--- config.mk ---
export PLATFORM = sky130hd
export DESIGN_NAME = swc_window_capture
export DESIGN_NICKNAME = d
export VERILOG_FILES = /design/src/logic/swc_window_capture.v
export VERILOG_INCLUDE_DIRS = /design/src /design/src/logic
export SDC_FILE = /design/constraint.sdc
export NUM_CORES = 1
export LEC_CHECK = 0
export BUFFER_PORTS_ARGS = -buffer_cell sky130_fd_sc_hd__buf_2
export CORE_MARGIN = 2
export CORE_UTILIZATION = 42
export CTS_CLUSTER_DIAMETER = 80
export DETAILED_ROUTE_END_ITERATION = 16
export PLACE_DENSITY = 0.69
export SLEW_MARGIN = 40
export SYNTH_ARGS = -nofsm -noshare
export SYNTH_HDL_FRONTEND = slang
export SYNTH_SLANG_ARGS = --single-unit
--- constraint.sdc ---
create_clock -name ref_clk -period 2.31 [get_ports ref_clk]
set_clock_uncertainty 0.05 [all_clocks]
set_input_delay 0.1155 -clock ref_clk [delete_from_list [all_inputs] [get_ports ref_clk]]
set_output_delay 0.1155 -clock ref_clk [all_outputs]
set_load 0.01 [all_outputs]
--- src/logic/swc_consts.vh ---
// Constants for the capture window block: register offsets, widths, fixed status bits.
// Included by the capture window module only.
`ifndef SWC_CONSTS_VH
`define SWC_CONSTS_VH
`define SWC_ADDR_W 8
`define SWC_OFS_STAT_LO 8'h2C
`define SWC_OFS_STAT_MID 8'h2D
`define SWC_OFS_STAT_HI 8'h2E
`define SWC_NUM_TAPS 24
`define SWC_NUM_SEL 16
`define SWC_SEL_W 4
`define SWC_TAP_FIRST 0
`define SWC_TAP_LAST 23
`define SWC_BYTE_W 8
`define SWC_CNT_W 12
`define SWC_CNT_RST 12'h000
`define SWC_LO_BASE 0
`define SWC_MID_BASE 8
`define SWC_HI_BASE 16
`define SWC_FMT_8B10B 1'b0
`define SWC_FMT_64B66B 1'b1
`endif

--- src/logic/swc_window_capture.v ---
// Timing reference window capture: position detector, phase select, counter reset.
// Assumes the delay line outside delivers tap samples synchronous to ref_clk.
`timescale 1ns/1ps
`include "swc_consts.vh"
module swc_window_capture #(
  parameter NUM_TAPS = `SWC_NUM_TAPS,
  parameter CNT_W = `SWC_CNT_W
) (
  input wire ref_clk, // Device reference clock
  input wire rst, // Synchronous reset, active high
  input wire [NUM_TAPS-1:0] tap_sample, // Reference sampled at each delayed instant
  input wire [`SWC_SEL_W-1:0] capture_phase_select, // Chosen instant index
  input wire fine_delay_step, // 1 fine delay steps, 0 coarse
  input wire link_format_setting, // 0 8b/10b, 1 64b/66b
  input wire [CNT_W-1:0] period_len, // Multiframe or extended multiblock length, clocks
  input wire [`SWC_ADDR_W-1:0] reg_addr, // Register read address
  output reg [`SWC_BYTE_W-1:0] reg_rdata, // Register read data
  output reg delay_step_fine, // Drives delay line step size
  output reg sysref_captured, // Pulse on each captured reference edge
  output reg [CNT_W-1:0] lmfc_count_q, // Local multiframe counter
  output reg [CNT_W-1:0] lemc_count_q // Local extended multiblock counter
);
  // Per-instant status and its registered copy
  wire [NUM_TAPS-1:0] status_d;
  reg [NUM_TAPS-1:0] status_q;

  // Capture path
  wire cap_d;
  reg cap_q;
  wire pulse_d;
  wire step_d;

  // Counter control and next values
  wire [CNT_W-1:0] cnt_one;
  wire [CNT_W-1:0] cnt_last;
  wire lmfc_align;
  wire lemc_align;
  wire lmfc_wrap;
  wire lemc_wrap;
  reg [CNT_W-1:0] lmfc_count_d;
  reg [CNT_W-1:0] lemc_count_d;

  // Register read path
  wire hit_lo;
  wire hit_mid;
  wire hit_hi;
  wire [`SWC_BYTE_W-1:0] stat_lo;
  wire [`SWC_BYTE_W-1:0] stat_mid;
  wire [`SWC_BYTE_W-1:0] stat_hi;
  reg [`SWC_BYTE_W-1:0] rdata_d;

  genvar i;

  // A level change against either neighbour marks an instant as marginal
  generate
    for (i = 0; i < NUM_TAPS; i = i + 1) begin : g_pos
      if (i == `SWC_TAP_FIRST || i == NUM_TAPS - 1) begin : g_edge
        // One neighbour is missing, so the margin cannot be judged
        assign status_d[i] = 1'b1;
      end else begin : g_mid
        assign status_d[i] = (tap_sample[i] ^ tap_sample[i-1]) |
                             (tap_sample[i] ^ tap_sample[i+1]);
      end

      // Refreshed every cycle, so a read shows the window as it stands now
      always @(posedge ref_clk) begin
        if (rst) begin
          status_q[i] <= 1'b1;
        end else begin
          status_q[i] <= status_d[i];
        end
      end
    end
  endgenerate

  // Four select bits only reach the first sixteen instants; upper bits are report only
  assign cap_d = tap_sample[capture_phase_select];

  // Rising edge only: a lone pulse and a periodic reference are treated alike
  assign pulse_d = cap_d & ~cap_q;

  assign step_d = fine_delay_step;

  // Cleared by reset, so a reference idling low gives no false edge afterwards
  always @(posedge ref_clk) begin
    if (rst) begin
      cap_q <= 1'b0;
    end else begin
      cap_q <= cap_d;
    end
  end

  always @(posedge ref_clk) begin
    if (rst) begin
      sysref_captured <= 1'b0;
    end else begin
      sysref_captured <= pulse_d;
    end
  end

  // Coarse steps after reset; the delay line follows the control one cycle later
  always @(posedge ref_clk) begin
    if (rst) begin
      delay_step_fine <= 1'b0;
    end else begin
      delay_step_fine <= step_d;
    end
  end

  // The counter of the active format restarts on every captured edge, so alignment repeats across devices
  // A period_len of one keeps the counters parked at zero; zero gives a full 4096-clock period
  assign cnt_one = {{(CNT_W-1){1'b0}}, 1'b1};
  assign cnt_last = period_len - cnt_one;
  assign lmfc_align = sysref_captured & (link_format_setting == `SWC_FMT_8B10B);
  assign lemc_align = sysref_captured & (link_format_setting == `SWC_FMT_64B66B);
  assign lmfc_wrap = (lmfc_count_q >= cnt_last);
  assign lemc_wrap = (lemc_count_q >= cnt_last);

  always @* begin
    if (lmfc_align) begin
      lmfc_count_d = {CNT_W{1'b0}};
    end else if (lmfc_wrap) begin
      lmfc_count_d = {CNT_W{1'b0}};
    end else begin
      lmfc_count_d = lmfc_count_q + cnt_one;
    end
  end

  always @* begin
    if (lemc_align) begin
      lemc_count_d = {CNT_W{1'b0}};
    end else if (lemc_wrap) begin
      lemc_count_d = {CNT_W{1'b0}};
    end else begin
      lemc_count_d = lemc_count_q + cnt_one;
    end
  end

  // Only the counter of the active format is realigned; the other runs free
  always @(posedge ref_clk) begin
    if (rst) begin
      lmfc_count_q <= {CNT_W{1'b0}};
    end else begin
      lmfc_count_q <= lmfc_count_d;
    end
  end

  always @(posedge ref_clk) begin
    if (rst) begin
      lemc_count_q <= {CNT_W{1'b0}};
    end else begin
      lemc_count_q <= lemc_count_d;
    end
  end

  // Address decode, done once for the read mux
  assign hit_lo = (reg_addr == `SWC_OFS_STAT_LO);
  assign hit_mid = (reg_addr == `SWC_OFS_STAT_MID);
  assign hit_hi = (reg_addr == `SWC_OFS_STAT_HI);

  // Status bytes as the host sees them at the three read offsets
  assign stat_lo = status_q[`SWC_LO_BASE +: `SWC_BYTE_W];
  assign stat_mid = status_q[`SWC_MID_BASE +: `SWC_BYTE_W];
  assign stat_hi = status_q[`SWC_HI_BASE +: `SWC_BYTE_W];

  always @* begin
    case (1'b1)
      hit_lo: begin
        rdata_d = stat_lo;
      end
      hit_mid: begin
        rdata_d = stat_mid;
      end
      hit_hi: begin
        rdata_d = stat_hi;
      end
      // Unmapped offsets read as zero
      default: begin
        rdata_d = {`SWC_BYTE_W{1'b0}};
      end
    endcase
  end

  // Registered so read data stands one full cycle after the address is taken
  always @(posedge ref_clk) begin
    if (rst) begin
      reg_rdata <= {`SWC_BYTE_W{1'b0}};
    end else begin
      reg_rdata <= rdata_d;
    end
  end

endmodule // swc_window_capture

* Word level (Yosys, flattened, before mapping)
Cells that the tools add are included. Widths: inputs -> output; s select.
Operators by class: add/subtract/negate cells 3, order comparisons 3, equality and inequality tests 3, multiplexer cells 5, bitwise operators 50, reductions and logical operators 2
Operators by type and width (count):
- $add 12x1->12 const B | 2
- $eq 8x6->1 const B | 3
- $ge 12x12->1 | 2
- $mux 8 | 3
- $xor 1x1->1 | 23
- $or 1x1->1 | 22
- $sub 12x1->12 const B | 1
- $lt 4x6->1 const B | 1
- $reduce_or 3->1 | 2
- $bmux 1 s4 | 1
- $and 1x1->1 | 3
- $not 1->1 | 2
- $mux 1 | 1
Storage, ports and cells: bits in registers 57, bits of input ports 52, output and inout bits 34, word-level logic and storage cells 94

* Logic depth before layout (Yosys ltp)
Gate-level depths: netlist of the first run.
depth in word-level cells 4, depth in mapped cells 12, mapped depth without buffers 11

* Worst setup path after synthesis of the first run
No wires, ideal clock.
path kind input to register, start point input period_len[0], end point register lmfc_count_q[7], setup time 0.115 ns, data arrival time 2.313 ns, data required time 2.145 ns, slack -0.168 ns, cell stages on the path 11, buffers on the path 1, cells stage by stage or4_1 -> nor3_1 -> nand2_1 -> xor2_1 -> ha_1 -> nand4_1 -> nor3_1 -> a211oi_1 -> a21oi_1 -> buf_6 -> nor2_2
Between the ends: longest elaborated chain between the ends 3
Ends and longest elaborated chain:
- from (decl) | line swc_window_capture.v:15 | input wire [CNT_W-1:0] period_len,
- $sub 12x1->12 | line swc_window_capture.v:113 | assign cnt_last = period_len - cnt_one;
- $ge 12x12->1 | line swc_window_capture.v:116 | assign lmfc_wrap = (lmfc_count_q >= cnt_last);
- $reduce_or 3->1 (no source line)
- to (signal assigned) | line swc_window_capture.v:142 | lmfc_count_q <= {CNT_W{1'b0}};
- to (signal assigned) | line swc_window_capture.v:144 | lmfc_count_q <= lmfc_count_d;
- to (decl) | line swc_window_capture.v:20 | output reg [CNT_W-1:0] lmfc_count_q,
Every way passes these cells. A chain may end at the register's enable or synchronous reset.

* Worst setup path in the final report of the first run
start point input period_len[2], end point register lmfc_count_q[11]
The elaborated chain is that of the path after synthesis.

==> results of run 1 <==
[layout by cell type (no fill, tap or decap), types with 6 or more instances in the layout]
master and n:
sky130_fd_sc_hd__ha_1 23, sky130_fd_sc_hd__nand3_1 33, sky130_fd_sc_hd__dfxtp_1 57, sky130_fd_sc_hd__buf_4 14, sky130_fd_sc_hd__nand2_1 16, sky130_fd_sc_hd__nand4_1 9
sky130_fd_sc_hd__xnor2_1 14, sky130_fd_sc_hd__clkbuf_8 9, sky130_fd_sc_hd__a21oi_2 12, sky130_fd_sc_hd__inv_6 7, sky130_fd_sc_hd__a21oi_1 6, sky130_fd_sc_hd__nor2_2 11
sky130_fd_sc_hd__xor2_1 12, sky130_fd_sc_hd__or3_1 25, sky130_fd_sc_hd__buf_2 83, sky130_fd_sc_hd__buf_6 6, sky130_fd_sc_hd__a2111oi_0 6, sky130_fd_sc_hd__inv_1 6
sky130_fd_sc_hd__a21o_1 24, sky130_fd_sc_hd__nor2_1 28
[registers in the layout (all words and copies together), names as in the netlist]
signal,count
cap_q,1
sysref_captured,1
delay_step_fine,1
stat_lo,7
lmfc_count_q,12
stat_hi,7
reg_rdata,8
stat_mid,8
lemc_count_q,12
[Yosys cell counts, types with 5 or more instances]
master,number,area share (%)
sky130_fd_sc_hd__dfxtp_1,57,36
sky130_fd_sc_hd__a21oi_2,11,3.0
sky130_fd_sc_hd__inv_1,8,0.94
sky130_fd_sc_hd__a21o_1,24,5.7
sky130_fd_sc_hd__nand3_1,33,5.2
sky130_fd_sc_hd__nor2_2,10,2.0
sky130_fd_sc_hd__a21oi_1,7,1.1
sky130_fd_sc_hd__nor2_1,29,3.4
sky130_fd_sc_hd__clkbuf_1,5,0.59
sky130_fd_sc_hd__nand4_1,9,1.8
sky130_fd_sc_hd__or3_1,25,4.9
sky130_fd_sc_hd__a2111oi_0,6,1.7
sky130_fd_sc_hd__nor3_1,6,0.94
sky130_fd_sc_hd__xor2_1,13,3.6
sky130_fd_sc_hd__nand2_1,17,2.0
sky130_fd_sc_hd__xnor2_1,15,4.1
sky130_fd_sc_hd__ha_1,25,9.8
[power groups by stage]
stage	registers [W]	clock network (W)	logic (W)
floorplan	0.00116	0	0.000289
global placement	0.00115	0	0.000505
detailed placement	0.00115	0	0.000520
CTS	0.00113	0.000992	0.000534
global route	0.00114	0.00105	0.000622
finish	0.00113	0.000978	0.000555
[critical path: cells and delay by family]
kind	cells	cell delay, ns
xor gates and xnor gates	1	0.10
and+or+nand+nor	5	1.22
buffers and inverters	3	0.42
AOI/OAI and AO/OA	2	0.34
adders and majority gates	1	0.33
[layer usage]
layer | vias up | wire length [um] | global-route usage (%)
li1 | 1482 | - | -
met1 | 1336 | 3270 | 24.3
met2 | 97 | 3760 | 32.4
met3 | 14 | 429 | 3.73
met4 | 0 | 123 | 6.44
met5 | - | 0 | 0
[worst paths after layout]
path | from | endpoint | slack, ns | cells past startpoint
setup reg to reg | lmfc_count_q[0] | lmfc_count_q[11] | 0.40 | 8
setup / recovery | period_len[2] | lmfc_count_q[11] | -0.02 | 12
hold reg to reg | cap_q | sysref_captured | 0.34 | 1
hold / removal | tap_sample[23] | stat_hi[6] | 0.008 | 3
[metrics by stage]
| stage | power, W | setup TNS (ns) | setup slack [ns] |
|---|---|---|---|
| global route | 0.00281 | -2.44 | -0.166 |
| global placement | 0.00165 | -6.39 | -0.330 |
| detailed placement | 0.00167 | -8.42 | -0.394 |
| floorplan | 0.00145 | -0.515 | -0.0481 |
| finish | 0.00266 | -0.112 | -0.0232 |
| CTS | 0.00265 | 0 | 0.00728 |
[cell families (layout without fill, tap and decap cells)]
| family | Yosys count | in the layout | synth area share (%) |
|---|---|---|---|
| fa+ha+maj | 25 | 25 | 9.83 |
| xor+xnor | 28 | 28 | 7.71 |
| flops | 57 | 57 | 35.9 |
| compound gates | 68 | 68 | 16.4 |
| simple gates | 146 | 146 | 24.2 |
| mux | 5 | 5 | 3.15 |
| buf+inv | 18 | 130 | 2.83 |
[area by class of cell]
class | instances | area [sq um] | area share [%]
Inverter | 8 | 40.0 | 0.958
Clock buffer | 9 | 124 | 2.96
Tap cell | 99 | 124 | 2.96
Sequential cell | 57 | 1140 | 27.3
Timing Repair Buffer | 106 | 628 | 15.0
Multi-Input combinational cell | 272 | 2040 | 48.8
Clock inverter | 7 | 82.6 | 1.98
[what timing repair did]
item / 4_1_cts / 5_1_grt
hold endpoints to repair: 2 / 0
pin swaps: 11 / 6
resized for setup: 4 / 12
endpoints found under the setup margin: 12 / 24
hold buffers: 2 / 0
setup buffers: 2 / 1
==> run summary, run 1 <==
class of the worst hold path: input pin to flip-flop
Comb pwr share: 20.9%
count of flip-flops with a built-in enable after synthesis: 0
mean area per synthesized cell: 9.17 sq um
detailed-routing iteration count for the pre-antenna-repair pass: 4
critical path data required time: 2.51 ns
DRC violations left: 0
number of max-slew violations in the final report: 0
critical-path cell with the highest stage delay: sky130_fd_sc_hd__or4_4
number of standard cells in the layout, taps in and fillers out: 558
via count: 2929
max-capacitance violation count: 0
area growth from synthesis to layout: 31.4%
number of buffers on the longest clock path: 2
routed len/inst: 13.6 um
areal power density over the cells: 636 mW/mm^2
fin worst setup slack: -0.0232 ns
GRT Residual Overflow: 0
Initial DRC Count: 85
Final min period: 2.33 ns
worst path arrival time: 2.53 ns
average via count per standard cell: 5.25
failing checks: setup timing
placed cell count: 537
normalized max-slew margin: 60.7%
net count of the finished layout: 531
leakage power figure: 1.78 nW
final antenna diode count: 0
count of filler cells inserted in the layout: 682
clock root cell: sky130_fd_sc_hd__clkbuf_8
WL final: 7590 um
Die Height: 91.0 um
GP Congestion: 0.858
worst hold slack after final layout: 0.00773 ns
type of origin of the critical path: input pin
Die Span X: 91.0 um
most used flip-flop cell after synthesis: sky130_fd_sc_hd__dfxtp_1
IO Count: 86
global-route wire length before repair: 12900 um
part of the power in registers: 42.4%
Critical Path Sink Type: flip-flop
register area share after synthesis: 35.9%
later-pin clock latency in the skew report: 0.36 ns
synthesis-stage register bit count: 57
result of the run: complete, but fails checks
maximum number of pins on one net before global-route repair: 25
part of the cycle the worst path needs: 101%
count of antenna-violating nets left after detailed routing: 0
placed wire-length estimate: 5850 um
switch share: 30.8%
total of endpoints with negative setup slack in the final report: 8
net count of the mapped netlist: 424
worst setup path category: input pin to flip-flop
initial core utilization: 43.6%
Worst Tran Pin Value: 0.575 ns
post-synthesis cell count: 347
floorplan die area: 0.00828 sq mm
Floorplan Core Area: 0.00729 sq mm
CP max stage delay: 0.55 ns
initial antenna violation count: 0
vias in the first global route: 2745
Max Fclk: 429 MHz
clock tree from TritonCTS: built
unrepaired setup endpoints after global routing: true
cts bufs inserted: 9
final core utilization: 57.3%
share of synthesized registers carrying an async set or reset: 0%
# H-tree levels: 3
clock network fraction of design power: 36.8%
Crit Path Max Fanout: 7
final hold violations: 0
Total Routing Usage GR: 19.1%
total cell area at the placement stage: 0.00385 sq mm
total internal power: 0.00184 W
number of buffer cells added on primary ports: 85
combined area of all synthesized cells: 0.00318 sq mm
count of different cell masters after synthesis: 45
TritonCTS Sinks: 57
fin area: 0.00418 sq mm
Max rail drop VDD: 0.000231 V
Yosys warning total: 0
crit-path most repeated cell: sky130_fd_sc_hd__buf_6
fraction of layout instances using a drive strength above 1: 36.8%
number of placement rows: 31
Cell Chain, Critical Path: buf_6 -> or4_4 -> nor3_4 -> buf_4 -> xnor2_1 -> ha_1 -> nand4_1 -> nor3_2 -> a211oi_2 -> a21oi_2 -> buf_6 -> nor2_2
Clk pin slew, worst setup/hold paths: 0.07 ns
NetSw: 0.000820 W
Note: power is estimated with default switching activity, not from simulation.
==> inputs of run 2 (changes only) <==
--- a/config.mk
+++ b/config.mk
@@ -11,6 +11,7 @@
 export CORE_UTILIZATION = 42
 export CTS_CLUSTER_DIAMETER = 80
 export DETAILED_ROUTE_END_ITERATION = 16
+export GPL_TIMING_DRIVEN = 0
 export PLACE_DENSITY = 0.69
 export SLEW_MARGIN = 40
 export SYNTH_ARGS = -nofsm -noshare
==> run 2 against run 1 <==
Compared with the run above: the flow still finishes with violations (setup timing); core utilization fell by 0.81 points; register-to-register slack lost 0.11 ns; via count hardly changed; final cell count decreased by 0.72%; largest cell class unchanged; global-route usage shrank 0.24 points; clock-buffer cell count is the same.
==> run summary, run 2 (same netlist as run 1, synthesis figures left out) <==
result of the run: complete, but fails checks (unchanged)
failing checks: setup timing (unchanged)
fin area: 0.00412 sq mm (was 0.00418 sq mm)
TritonCTS Sinks: 57 (unchanged)
initial antenna violation count: 0 (unchanged)
number of buffer cells added on primary ports: 83 (was 85)
number of buffers on the longest clock path: 2 (unchanged)
GRT Residual Overflow: 0 (unchanged)
Crit Path Max Fanout: 5 (was 7)
max-capacitance violation count: 0 (unchanged)
later-pin clock latency in the skew report: 0.35 ns (was 0.36 ns)
cts bufs inserted: 9 (unchanged)
# H-tree levels: 3 (unchanged)
count of antenna-violating nets left after detailed routing: 0 (unchanged)
Met2 Wirelength: 3760 um (about the same)
Final min period: 2.33 ns (about the same)
detailed-routing iteration count for the pre-antenna-repair pass: 8 (was 4)
Cell Chain, Critical Path: buf_8 -> or4_4 -> nor3_4 -> nand2_2 -> xor2_2 -> ha_1 -> nand4_1 -> nor3_2 -> a211oi_2 -> a21oi_2 -> buf_6 -> nor2_4 (was buf_6 -> or4_4 -> nor3_4 -> buf_4 -> xnor2_1 -> ha_1 -> nand4_1 -> nor3_2 -> a211oi_2 -> a21oi_2 -> buf_6 -> nor2_2)
Worst Tran Pin Value: 0.589 ns (was 0.575 ns)
placed wire-length estimate: 5750 um (was 5850 um)
critical path data required time: 2.50 ns (was 2.51 ns)
GP Congestion: 0.878 (was 0.858)
CP max stage delay: 0.55 ns (about the same)
total length of routed met3 wires: 374 um (was 429 um)
count of filler cells inserted in the layout: 709 (was 682)
net count of the finished layout: 527 (was 531)
Floorplan Core Area: 0.00729 sq mm (unchanged)
floorplan die area: 0.00828 sq mm (unchanged)
fraction of layout instances using a drive strength above 1: 34.5% (was 36.8%)
Max Fclk: 430 MHz (was 429 MHz)
final antenna diode count: 0 (unchanged)
number of placement rows: 31 (unchanged)
critical-path cell with the highest stage delay: sky130_fd_sc_hd__or4_4 (unchanged)
largest registers ranked by flip-flop count: lemc_count_q: 12 flops, lmfc_count_q: 12 flops (unchanged)
leakage power figure: 1.74 nW (was 1.78 nW)
Die Height: 91.0 um (unchanged)
total of endpoints with negative setup slack in the final report: 7 (was 8)
IO Count: 86 (unchanged)
worst path arrival time: 2.52 ns (was 2.53 ns)
most common cell after layout, fill and taps aside: sky130_fd_sc_hd__buf_2 (unchanged)
type of origin of the critical path: input pin (unchanged)
unrepaired setup endpoints after global routing: true (unchanged)
initial core utilization: 43.6% (unchanged)
number of max-slew violations in the final report: 0 (unchanged)
WL final: 7720 um (was 7590 um)
Critical Path Sink Type: flip-flop (unchanged)
clock root cell: sky130_fd_sc_hd__clkbuf_8 (unchanged)
area growth from synthesis to layout: 29.5% (was 31.4%)
Max rail drop VDD: 0.000239 V (was 0.000231 V)
fin worst setup slack: -0.0160 ns (was -0.0232 ns)
normalized max-slew margin: 59.7% (was 60.7%)
via count: 2930 (was 2929)
global-route wire length before repair: 12600 um (was 12900 um)
maximum number of pins on one net before global-route repair: 14 (was 25)
average via count per standard cell: 5.29 (was 5.25)
crit path buf inv count: 2 (was 3)
total cell area at the placement stage: 0.00377 sq mm (was 0.00385 sq mm)
routed len/inst: 13.9 um (was 13.6 um)
Clk pin slew, worst setup/hold paths: 0.08 ns (was 0.07 ns)
family with the most delay on the worst path: simple AND/OR/NAND/NOR gates (unchanged)
worst setup path category: input pin to flip-flop (unchanged)
Die Span X: 91.0 um (unchanged)
placement-stage worst setup slack: -0.472 ns (was -0.394 ns)
part of the cycle the worst path needs: 101% (about the same)
final hold violations: 0 (unchanged)
final core utilization: 56.5% (was 57.3%)
Total Routing Usage GR: 18.9% (was 19.1%)
DRT met1 WL: 3390 um (was 3270 um)
class of the worst hold path: input pin to flip-flop (unchanged)
areal power density over the cells: 643 mW/mm^2 (was 636 mW/mm^2)
highest metal layer with signal wires: met4 (unchanged)
clock tree from TritonCTS: built (unchanged)
top library cells by usage in the layout, fill and taps aside: 81 x sky130_fd_sc_hd__buf_2, 57 x sky130_fd_sc_hd__dfxtp_1, 33 x sky130_fd_sc_hd__nand3_1, 28 x sky130_fd_sc_hd__nor2_1, 25 x sky130_fd_sc_hd__or3_1 (was 83 x sky130_fd_sc_hd__buf_2, 57 x sky130_fd_sc_hd__dfxtp_1, 33 x sky130_fd_sc_hd__nand3_1, 28 x sky130_fd_sc_hd__nor2_1, 25 x sky130_fd_sc_hd__or3_1)
Initial DRC Count: 55 (was 85)
worst hold slack after final layout: 0.0145 ns (was 0.00773 ns)
vias in the first global route: 2690 (was 2745)
DRC violations left: 0 (unchanged)
-- run 2: path summary, 6_finish.rpt --
check	startpoint	cells past startpoint	slack [ns]	endpoint
min	tap_sample[23]	3	0.01	stat_hi[6]
min reg2reg	cap_q	1	0.34	sysref_captured
max reg2reg	lemc_count_q[0]	8	0.29	lemc_count_q[11]
max	period_len[3]	12	-0.02	lmfc_count_q[3]
-- run 2: timing repair --
| item | in CTS | in global routing |
|---|---|---|
| endpoints found under the setup margin | 20 | 23 |
| resized for setup | 4 | 14 |
| gates cloned | 0 | 1 |
| buffers inserted | 3 | 3 |
| hold buffers | 2 | 0 |
| hold endpoints to repair | 2 | 0 |
| pin swaps | 3 | 15 |
-- run 2: per-stage QoR --
stage / power (W) / TNS [ns] / cells
final: 0.00265 / -0.0643 / 554
after global routing: 0.00280 / -2.17 / 554
after CTS: 0.00265 / 0 / 550
after detailed placement: 0.00165 / -9.82 / 529
after global placement: 0.00163 / -8.94 / 529
after floorplan: 0.00145 / -0.515 / 347
-- run 2: worst register-to-register path, cell delays in order, from the launching register on --
cell and delay (ns):
sky130_fd_sc_hd__dfxtp_1 0.47, sky130_fd_sc_hd__inv_1 0.08, sky130_fd_sc_hd__ha_1 0.27, sky130_fd_sc_hd__nand2b_1 0.14, sky130_fd_sc_hd__a21o_1 0.17, sky130_fd_sc_hd__a211oi_1 0.32, sky130_fd_sc_hd__o211ai_2 0.13, sky130_fd_sc_hd__buf_4 0.15
sky130_fd_sc_hd__a22oi_1 0.15
-- run 2: power by group --
group          switching, W  total [W]  internal, W  leakage [nW]
clock network      0.000469   0.000988     0.000518         0.106
logic              0.000278   0.000535     0.000256          1.17
registers         0.0000775    0.00113      0.00105         0.466
-- run 2: metal layers --
layer	track usage, %	vias up
li1	-	1472
met1	24.6	1348
met2	31.0	93
met3	3.49	17
met4	7.20	0
met5	0	-
-- run 2: layout make-up --
| class | count | area [sq um] | area share (%) |
|---|---|---|---|
| Tap cell | 99 | 124 | 3.01 |
| Multi-Input combinational cell | 272 | 2040 | 49.5 |
| Buffer | 10 | 60.1 | 1.46 |
| Sequential cell | 57 | 1140 | 27.7 |
| Timing Repair Buffer | 92 | 508 | 12.3 |
| Clock inverter | 7 | 82.6 | 2.00 |
| Inverter | 8 | 40.0 | 0.972 |
| Clock buffer | 9 | 124 | 3.01 |
